**src/shared/rmc_pkg.sv**
```systemverilog
// Package: register map, field positions, modes and bus carriers of the receiver mode block
`default_nettype none
package rmc_pkg;
    // Register indices and their word byte addresses
    localparam logic [11:0] RMC_IDX_CMD = 12'h0A4;
    localparam logic [11:0] RMC_IDX_CFG = 12'h0A5;
    localparam logic [11:0] RMC_ADDR_CMD = 12'(RMC_IDX_CMD << 2);
    localparam logic [11:0] RMC_ADDR_CFG = 12'(RMC_IDX_CFG << 2);
    // Reset values and writable masks
    localparam logic [7:0] RMC_CMD_RESET = 8'h00;
    localparam logic [7:0] RMC_CFG_RESET = 8'h04;
    localparam logic [7:0] RMC_CMD_MASK = 8'h0F;
    localparam logic [7:0] RMC_CFG_MASK = 8'h3F;
    // Command register fields
    localparam int RMC_B_GAIN_FRZ = 3;
    localparam int RMC_B_FREQ_FRZ = 2;
    localparam int RMC_B_FORCE_TMO = 1;
    localparam int RMC_B_FORCE_EOM = 0;
    // Configuration register fields
    localparam int RMC_B_CONT_MSG = 5;
    localparam int RMC_B_CONT_TMO = 4;
    localparam int RMC_B_CYC_INIT = 3;
    localparam int RMC_B_FRM_INIT = 2;
    localparam int RMC_B_LOCK = 1;
    localparam int RMC_B_XTAL = 0;
    // External processing selections that allow forcing
    localparam logic [1:0] RMC_EXT_SEL_A = 2'h1;
    localparam logic [1:0] RMC_EXT_SEL_B = 2'h2;
    // Operating mode of the receive sequencer
    typedef enum logic [2:0] {
        RMC_SLAVE = 3'h1,
        RMC_POLL = 3'h2,
        RMC_RUN = 3'h4
    } rmc_mode_t;
    // APB request and answer
    typedef struct packed {
        logic psel;
        logic penable;
        logic pwrite;
        logic [11:0] paddr;
        logic [31:0] pwdata;
        logic [3:0] pstrb;
    } rmc_apb_req_t;
    typedef struct packed {
        logic pready;
        logic pslverr;
        logic [31:0] prdata;
    } rmc_apb_rsp_t;
    // Address decode: bit 1 configuration, bit 0 command
    function automatic logic [1:0] rmc_decode(input logic [11:0] addr);
        rmc_decode = {addr == RMC_ADDR_CFG, addr == RMC_ADDR_CMD};
    endfunction
endpackage
`default_nettype wire

```
**src/verilog/rmc_apb_slave.sv**
```systemverilog
// Module: APB handshake with one wait state and registered answer
`default_nettype none
module rmc_apb_slave import rmc_pkg::*; (
    input wire logic pclk,
    input wire logic presetn,
    input wire rmc_apb_req_t req,
    input wire logic mapped,
    input wire logic [31:0] rd_data,
    output var rmc_apb_rsp_t rsp,
    output logic wr_go
);
    typedef struct packed {
        rmc_apb_rsp_t rsp;
    } rmc_slv_state_t;

    rmc_slv_state_t st;
    rmc_slv_state_t next_st;

    // First access cycle loads the answer, the next one completes it
    always_comb begin
        next_st = st;
        if (st.rsp.pready) begin
            next_st.rsp = '0;
        end else if (req.psel && req.penable) begin
            next_st.rsp.pready = 1'b1;
            next_st.rsp.pslverr = !mapped;
            next_st.rsp.prdata = req.pwrite ? 32'h0000_0000 : rd_data;
        end
    end

    // State register
    always_ff @(posedge pclk or negedge presetn) begin
        if (!presetn) begin
            st <= '0;
        end else begin
            st <= next_st;
        end
    end

    // Write commits on the completing edge only
    assign wr_go = st.rsp.pready && req.psel && req.penable && req.pwrite && mapped;
    assign rsp = st.rsp;
endmodule
`default_nettype wire

```
**src/verilog/rmc_regs.sv**
```systemverilog
// Module: receiver command and mode control registers with polling sequencer
// Summary of operation
// - Software freeze bits freeze gain or frequency control when source is software.
// - Writing one to force-timeout pulses timeout only for external selection 1 or 2.
// - Writing one to force-end-of-message pulses it only for external selection 1 or 2.
// - After message end in polling run, resume polling: config A or next per bit 5.
// - After timeout in polling run, resume polling: config A or next per bit 4.
// - Cycle-start init bit clears receive FIFO when slave run begins.
// - Cycle-start init bit clears FIFO on wake-up entering polling run.
// - Frame-start init bit clears FIFO at every frame start; enabled after reset.
// - Lock bit locks FIFO and receive chain at message end until released.
// - Crystal bit selects high precision oscillator in sleep; off after reset.
// - Mode select 0 gives slave run or sleep, 1 gives self-polling.
`default_nettype none
module rmc_regs import rmc_pkg::*; (
    input wire logic pclk,
    input wire logic presetn,
    input wire rmc_apb_req_t apb_req,
    output var rmc_apb_rsp_t apb_rsp,
    input wire logic operating_mode_select,
    input wire logic [1:0] external_processing_select,
    input wire logic gain_freeze_source_sw,
    input wire logic freq_freeze_source_sw,
    input wire logic end_of_message_in,
    input wire logic receive_timeout_in,
    input wire logic wakeup_found,
    input wire logic slave_run_start,
    input wire logic frame_start,
    input wire logic fifo_lock_release,
    output logic gain_freeze,
    output logic freq_freeze,
    output logic receive_timeout_force,
    output logic end_of_message_force,
    output logic resume_poll,
    output logic resume_next_config,
    output logic fifo_init,
    output logic fifo_lock,
    output logic rx_chain_lock,
    output logic crystal_precision_in_sleep
);
    typedef struct packed {
        rmc_mode_t mode;
        logic [1:0] man_freeze;
        logic [5:0] cfg;
        logic fifo_locked;
        logic gain_frz;
        logic freq_frz;
        logic force_tmo;
        logic force_eom;
        logic resume;
        logic next_cfg;
        logic fifo_init;
    } rmc_state_t;

    localparam rmc_state_t RMC_ST_RESET = '{
        mode: RMC_SLAVE,
        man_freeze: RMC_CMD_RESET[RMC_B_GAIN_FRZ:RMC_B_FREQ_FRZ],
        cfg: RMC_CFG_RESET[5:0],
        default: 1'b0
    };

    rmc_state_t st;
    rmc_state_t next_st;
    logic [1:0] hit;
    logic [31:0] rd_data;
    logic wr_go;
    logic wr_cmd;
    logic wr_cfg;
    logic ext_ok;
    logic eom_evt;
    logic tmo_evt;

    // Bus handshake
    rmc_apb_slave u_slave (
        .pclk(pclk),
        .presetn(presetn),
        .req(apb_req),
        .mapped(|hit),
        .rd_data(rd_data),
        .rsp(apb_rsp),
        .wr_go(wr_go)
    );

    // Decode, read-back and event qualifiers
    always_comb begin
        hit = rmc_decode(apb_req.paddr);
        wr_cmd = wr_go && hit[0] && apb_req.pstrb[0];
        wr_cfg = wr_go && hit[1] && apb_req.pstrb[0];
        ext_ok = (external_processing_select == RMC_EXT_SEL_A)
            || (external_processing_select == RMC_EXT_SEL_B);
        eom_evt = end_of_message_in || st.force_eom;
        tmo_evt = receive_timeout_in || st.force_tmo;
        rd_data = 32'h0000_0000;
        if (hit[0]) begin
            rd_data[RMC_B_GAIN_FRZ] = st.man_freeze[1];
            rd_data[RMC_B_FREQ_FRZ] = st.man_freeze[0];
        end else if (hit[1]) begin
            rd_data[5:0] = st.cfg & RMC_CFG_MASK[5:0];
        end
    end

    // Next-state logic of registers, sequencer and outputs
    always_comb begin
        next_st = st;
        next_st.force_tmo = 1'b0;
        next_st.force_eom = 1'b0;
        next_st.resume = 1'b0;
        next_st.fifo_init = 1'b0;
        // Command register: freeze bits stored, force bits pulse
        if (wr_cmd) begin
            next_st.man_freeze[1] = apb_req.pwdata[RMC_B_GAIN_FRZ];
            next_st.man_freeze[0] = apb_req.pwdata[RMC_B_FREQ_FRZ];
            next_st.force_tmo = apb_req.pwdata[RMC_B_FORCE_TMO] && ext_ok;
            next_st.force_eom = apb_req.pwdata[RMC_B_FORCE_EOM] && ext_ok;
        end
        if (wr_cfg) begin
            next_st.cfg = apb_req.pwdata[5:0] & RMC_CFG_MASK[5:0];
        end
        // Freeze outputs follow software bits only under software source
        next_st.gain_frz = gain_freeze_source_sw && st.man_freeze[1];
        next_st.freq_frz = freq_freeze_source_sw && st.man_freeze[0];
        // Mode sequencer
        case (st.mode)
            RMC_SLAVE: begin
                if (operating_mode_select) begin
                    next_st.mode = RMC_POLL;
                end else if (slave_run_start && st.cfg[RMC_B_CYC_INIT]) begin
                    next_st.fifo_init = 1'b1;
                end
            end
            RMC_POLL: begin
                if (!operating_mode_select) begin
                    next_st.mode = RMC_SLAVE;
                end else if (wakeup_found) begin
                    next_st.mode = RMC_RUN;
                    next_st.fifo_init = st.cfg[RMC_B_CYC_INIT];
                end
            end
            RMC_RUN: begin
                if (!operating_mode_select) begin
                    next_st.mode = RMC_SLAVE;
                end else if (eom_evt) begin
                    next_st.mode = RMC_POLL;
                    next_st.resume = 1'b1;
                    next_st.next_cfg = st.cfg[RMC_B_CONT_MSG];
                end else if (tmo_evt) begin
                    next_st.mode = RMC_POLL;
                    next_st.resume = 1'b1;
                    next_st.next_cfg = st.cfg[RMC_B_CONT_TMO];
                end
            end
            default: begin
                next_st.mode = RMC_SLAVE;
            end
        endcase
        // Frame start initialization
        if (frame_start && st.cfg[RMC_B_FRM_INIT]) begin
            next_st.fifo_init = 1'b1;
        end
        // Lock at message end; a new lock wins over a release
        if (eom_evt && st.cfg[RMC_B_LOCK]) begin
            next_st.fifo_locked = 1'b1;
        end else if (fifo_lock_release) begin
            next_st.fifo_locked = 1'b0;
        end
    end

    // State register
    always_ff @(posedge pclk or negedge presetn) begin
        if (!presetn) begin
            st <= RMC_ST_RESET;
        end else begin
            st <= next_st;
        end
    end

    // Outputs straight from state flops
    assign gain_freeze = st.gain_frz;
    assign freq_freeze = st.freq_frz;
    assign receive_timeout_force = st.force_tmo;
    assign end_of_message_force = st.force_eom;
    assign resume_poll = st.resume;
    assign resume_next_config = st.next_cfg;
    assign fifo_init = st.fifo_init;
    assign fifo_lock = st.fifo_locked;
    assign rx_chain_lock = st.fifo_locked;
    assign crystal_precision_in_sleep = st.cfg[RMC_B_XTAL];
endmodule
`default_nettype wire

```
**config.mk**
```make
export PLATFORM = sky130hd
export DESIGN_NAME = rmc_regs
export DESIGN_NICKNAME = d
export VERILOG_FILES = /design/src/shared/rmc_pkg.sv /design/src/verilog/rmc_apb_slave.sv /design/src/verilog/rmc_regs.sv
export SDC_FILE = /design/constraint.sdc
export NUM_CORES = 1
export LEC_CHECK = 0
export ABC_CLOCK_PERIOD_IN_PS = 1500
export BUFFER_PORTS_ARGS = -buffer_cell sky130_fd_sc_hd__buf_2
export CAP_MARGIN = 25
export CORE_UTILIZATION = 35
export CTS_CLUSTER_DIAMETER = 80
export DETAILED_ROUTE_END_ITERATION = 8
export PLACE_DENSITY = 0.77
export SKIP_CTS_REPAIR_TIMING = 1
export SYNTH_ARGS = -nofsm -noshare
export SYNTH_HDL_FRONTEND = slang
export SYNTH_SLANG_ARGS = --single-unit
export TNS_END_PERCENT = 1
```
**constraint.sdc**
```tcl
create_clock -name pclk -period 1.5 [get_ports pclk]
set_input_delay 0.075 -clock pclk [delete_from_list [all_inputs] [get_ports pclk]]
set_output_delay 0.075 -clock pclk [all_outputs]
set_load 0.005 [all_outputs]
```
-- After elaboration in Yosys (flattened, before gate mapping)
Cells that the tools add are included.
Widths: inputs -> output; s select.
- eq/ne operators: 10
- multiplexer cells: 27
- reduce and logical (&&, ||, !) cells: 26
- operator list (operator ; number):
    $mux 34 ; 2
    $eq 12x10->1 const B ; 2
    $mux 3 ; 6
    $logic_and 1x1->1 ; 16
    $mux 2 ; 8
    $mux 6 ; 2
    $pmux 3 s3 ; 1
    $mux 1 ; 7
    $reduce_and 3->1 ; 2
    $reduce_bool 2->1 ; 3
    $ne 4x4->1 const B ; 1
    $eq 3x1->1 const B ; 1
    $eq 3x2->1 const B ; 1
    $eq 3x3->1 const B ; 1
    $logic_or 1x1->1 ; 3
    $ne 3x3->1 const B ; 1
    $eq 2x1->1 const B ; 1
    $eq 2x2->1 const B ; 1
    $ne 2x2->1 const B ; 1
    $pmux 1 s2 ; 1
    $reduce_or 2->1 ; 1
    $logic_not 1->1 ; 1
- flip-flop bits (word level): 53
- logic and storage cells: 77

-- Depth between registers and ports, before layout
- depth after elaboration: 7
- gate-level depth with buffers: 5
- mapped depth without buffers: 4

-- Modules after synthesis
Synthesis repeated with hierarchy kept, for this count alone.
- cell total of the unflattened synthesis: 240
- area total of the unflattened synthesis: 2725.1 sq um
- by module, submodules not included (module ; instances ; cells an instance ; area an instance (sq um) ; seq. area each (sq um)):
    rmc_apb_slave ; 1 ; 158 ; 1774.2 ; 850.8
    rmc_regs ; 1 ; 82 ; 950.9 ; 478.0

-- Least setup slack after synthesis
OpenSTA, ideal clock, no wires.
- path kind: input to register
- start: in apb_req[44] (netlist name)
- end: reg st, in the netlist crystal_precision_in_sleep
- library setup time: 125 ps
- data arrival time: 1431 ps
- required time: 1375 ps
- setup slack: -57 ps
- cell stages on the path: 5
- path buffers: 1
- cells stage by stage: nor4b_2 -> nand3_2 -> or4_4 -> buf_6 -> mux2_4
- longest elaborated chain between the ends: 5
- RTL lines (item ; RTL line ; RTL):
    start, declared ; rmc_regs.sv:18 ; input wire rmc_apb_req_t apb_req,
    $eq 12x10->1 ; rmc_pkg.sv:51 ; rmc_decode = {addr == RMC_ADDR_CFG, addr == RMC_ADDR_CMD};
    $reduce_or 2->1 ; rmc_regs.sv:78 ; .mapped(|hit),
    $logic_and 1x1->1 ; rmc_apb_slave.sv:41 ; assign wr_go = st.rsp.pready && req.psel && req.penable && req.pwrite && mapped;
    $logic_and 1x1->1 (*) (2 in series) ; rmc_regs.sv:88 ; wr_cfg = wr_go && hit[1] && apb_req.pstrb[0];
    end signal, assigned ; rmc_regs.sv:173 ; st <= next_st;
    end, declared ; rmc_regs.sv:62 ; rmc_state_t st;
Mark *: on every way between the ends. The rest lies on a longest branch, timed or not.
A chain may end at the register's enable or synchronous reset.

-- Worst setup path in the final report
- start: reg u_slave.st, in the netlist u_slave.rsp[33]
- end: reg st[13] (netlist name)
- longest elaborated chain between the ends: 6
- RTL lines (item ; RTL line ; RTL):
    start, declared ; rmc_apb_slave.sv:16 ; rmc_slv_state_t st;
    start signal, assigned ; rmc_apb_slave.sv:36 ; st <= next_st;
    $logic_and 1x1->1 (4 in series) ; rmc_apb_slave.sv:41 ;
    $logic_and 1x1->1 (2 in series) ; rmc_regs.sv:88 ;
Every way passes these cells.

==> flow_summary_export.csv <==
group,metric,value,unit
floorplan,rows,22,
critical_path,critical-path-max-stage-delay,0.51,ns
placement,placed_area,0.001645,mm^2
placement,dp.cells,225,
power,ir_drop,0.4573,mV
floorplan,fp.coreArea,0.003744,mm^2
timing,finalSetupViolCount,0,
final_layout,diodes,0,
synthesis,synth_top_area_share,44.96,%
detailed_routing,routed_wirelength,2670,um
clocking,clk_path_buf_depth,2,
synthesis,synth_common_cells,"buf_4 (27), dfrtp_1 (25), o21ai_0 (7)",
timing,worst_slew_pin_slew,0.6042,ns
timing,hold_ws,-0.01546,ns
synthesis,ys_types,34,
synthesis,yosysTopAreaCell,"dfrtp_1",
detailed_routing,vias_per_cell,4.517,
timing,slew_headroom,59.72,%
synthesis,syn_area,0.001391,mm^2
clocking,cts-root-buf,"clkbuf_8",
power,power-per-cell-area,800.4,mW/mm^2
final_layout,syn2layout_area_growth,22.57,%
final_layout,finalNetCount,247,
detailed_routing,drt_iter0_drc,44,
synthesis,synth_ff_type,"dfrtp_1",
timing,fmax,0.7145,GHz
placement,io_buffer_count,52,
synthesis,ys_ff_latch,27,
clocking,cts.sinks,27,
global_routing,grt_pass1_wl,4347,um
clocking,cts-buffers-inserted,3,
critical_path,crit_arrival,1.57,ns
global_routing,grt-ovfl-total,0,
placement,dp_hpwl,2113,um
floorplan,pin_count,108,
critical_path,cp_cell_sequence,"nand3_1 > or4_4 > mux2_4",
synthesis,yosysMostFrequentCell,"buf_4",
critical_path,setup.worst_path.start_class,"flop",
detailed_routing,route.vias.total,1039,
detailed_routing,drtAntennaViolNets,0,
critical_path,worstPathRequired,1.67,ns
global_routing,antenna_found_initial,0,
critical_path,worstSetupEndpointType,"flop",
final_layout,final_cells,230,
timing,fin_crit_sh,93.30,%
floorplan,die_w,65.05,um
synthesis,synth_area_leaders,"dfrtp_1 (45%), buf_4 (15%), mux2_4 (6.5%)",
status,status,"complete, but fails checks",
synthesis,avgSynthCellArea,11.40,um^2
timing,skew,0.005686,ns
synthesis,synth_edf_count,0,
status,violations,"hold timing",
floorplan,start_util,37.17,%
final_layout,fill_cells,373,
global_routing,grt_usage,13.28,%
synthesis,synthArstFlopShare,100.0,%
detailed_routing,routedWlPerCell,11.61,um
timing,layout_min_cycle_time,1.399,ns
synthesis,ys_seq_area_share,48.74,%
critical_path,cp.buffers_inverters,0,
timing,grt_setup_unrepaired,"false",
critical_path,path_class,"reg2reg",
detailed_routing,drc,0,
final_layout,drive_above_1_share,41.76,%
floorplan,dieArea,0.004232,mm^2
synthesis,syn_inst,122,
clocking,clk_latency,0.27,ns
final_layout,final_area,0.001705,mm^2
placement,gp_congestion,0.7588,
clocking,path_clk_slew,0.10,ns
timing,hold_viol_final,2,
hold_path,min_path_type,"in2reg",
critical_path,cpMaxStageDelayCell,"or4_4",
critical_path,critical-path-top-delay-family,"simple AND/OR/NAND/NOR gates",
clocking,htree_levels,1,
power,power_leakage,0.9441,nW
critical_path,crit_fanout,6,
synthesis,yosysWarnings,0,
timing,finalMaxSlewViolations,0,
detailed_routing,dr.pass1.iters,4,
floorplan,die_h,65.05,um
job,maxCapViolCount,0,
global_routing,grt_max_degree,28,
clocking,cts_tree,"done",
global_routing,grt_pass1_vias,922,
[cells by family after synthesis]
| logic type | Yosys count | share of synthesized area (%) |
|---|---|---|
| other | 1 | 0.2695 |
| AO/OA/AOI/OAI | 21 | 10.52 |
| multiplexers | 10 | 9.533 |
| AND/OR/NAND/NOR | 29 | 13.58 |
| XOR/XNOR | 1 | 0.6296 |
| flip-flops | 27 | 48.74 |
| buffers and inverters | 33 | 16.73 |
[final timing paths]
kind	slack, ns	endpoint	depth (start not counted)	startpoint
min in group asynchronous	0.34	fifo_lock	2	presetn
setup reg to reg	0.10	st[13]	3	u_slave.rsp[33]
max in group asynchronous	0.76	resume_poll	2	presetn
setup / recovery	0.10	st[13]	3	u_slave.rsp[33]
hold reg to reg	0.50	u_slave.rsp[3]	2	u_slave.rsp[3]
hold / removal	-0.02	fifo_lock	2	fifo_lock_release
[routing by layer]
layer	up-vias	track usage [%]	part of all wire, %
met5	-	0	0
met4	0	1.630	0.22
met3	2	2.817	6.3
met2	39	21.88	49
met1	505	18.36	45
li1	493	-	-
[state kept, by name (all words and copies together), names as in the netlist]
| name | flops |
|---|---|
| crystal_precision_in_sleep | 1 |
| end_of_message_force | 1 |
| fifo_init | 1 |
| fifo_lock | 1 |
| freq_freeze | 1 |
| gain_freeze | 1 |
| receive_timeout_force | 1 |
| resume_next_config | 1 |
| resume_poll | 1 |
| st | 10 |
| u_slave.rsp | 8 |
[worst reg2reg max path, cell delays in order (launching register included)]
cell	delay [ns]
dfrtp_1	0.36
nand3_1	0.10
or4_4	0.51
mux2_4	0.33
[layout make-up]
cell class	count	area [um^2]	area share, %
clock inverter	1	8.758	0.5136
tap	48	60.06	3.522
timing repair buffer	59	315.3	18.49
inverter	5	18.77	1.101
sequential	27	678.2	39.77
multi-input combinational	87	583.1	34.19
clock buffer	3	41.29	2.421
[cell usage in the layout (no fill, tap or decap), drive strengths merged, types with 2 or more instances in the layout]
cell,synthesis,routed
inv,5,6
o21ai,7,7
nor4b,3,3
conb,1,26
nor4,2,2
dfrtp,25,25
nand3,2,2
a21oi,2,2
nor2,6,6
dfstp,2,2
buf,28,58
mux2,8,8
and2,2,2
clkbuf,0,3
o21a,2,2
nand2b,2,2
and3,2,2
a22o,5,5
or4,2,2
nand2,6,6
mux2i,2,2
[power breakdown]
part | internal (mW) | leakage [nW] | switching (mW)
logic | 0.0783 | 0.553 | 0.0940
registers | 0.750 | 0.365 | 0.0146
clock network | 0.195 | 0.0261 | 0.234
[stage by stage]
stage / utilization [%] / setup slack (ns) / TNS, ns / total power, mW
final: 45.55 / 0.1005 / 0 / 1.365
after global routing: 45.55 / 0.03274 / 0 / 1.443
after CTS: 45.29 / 0.09039 / 0 / 1.386
after detailed placement: 43.95 / -0.1376 / -0.9823 / 0.9487
after global placement: 43.95 / -0.1138 / -0.8255 / 0.9447
after floorplan: - / -0.03578 / -0.1789 / 0.8982
(Power assumes the default switching activity.)
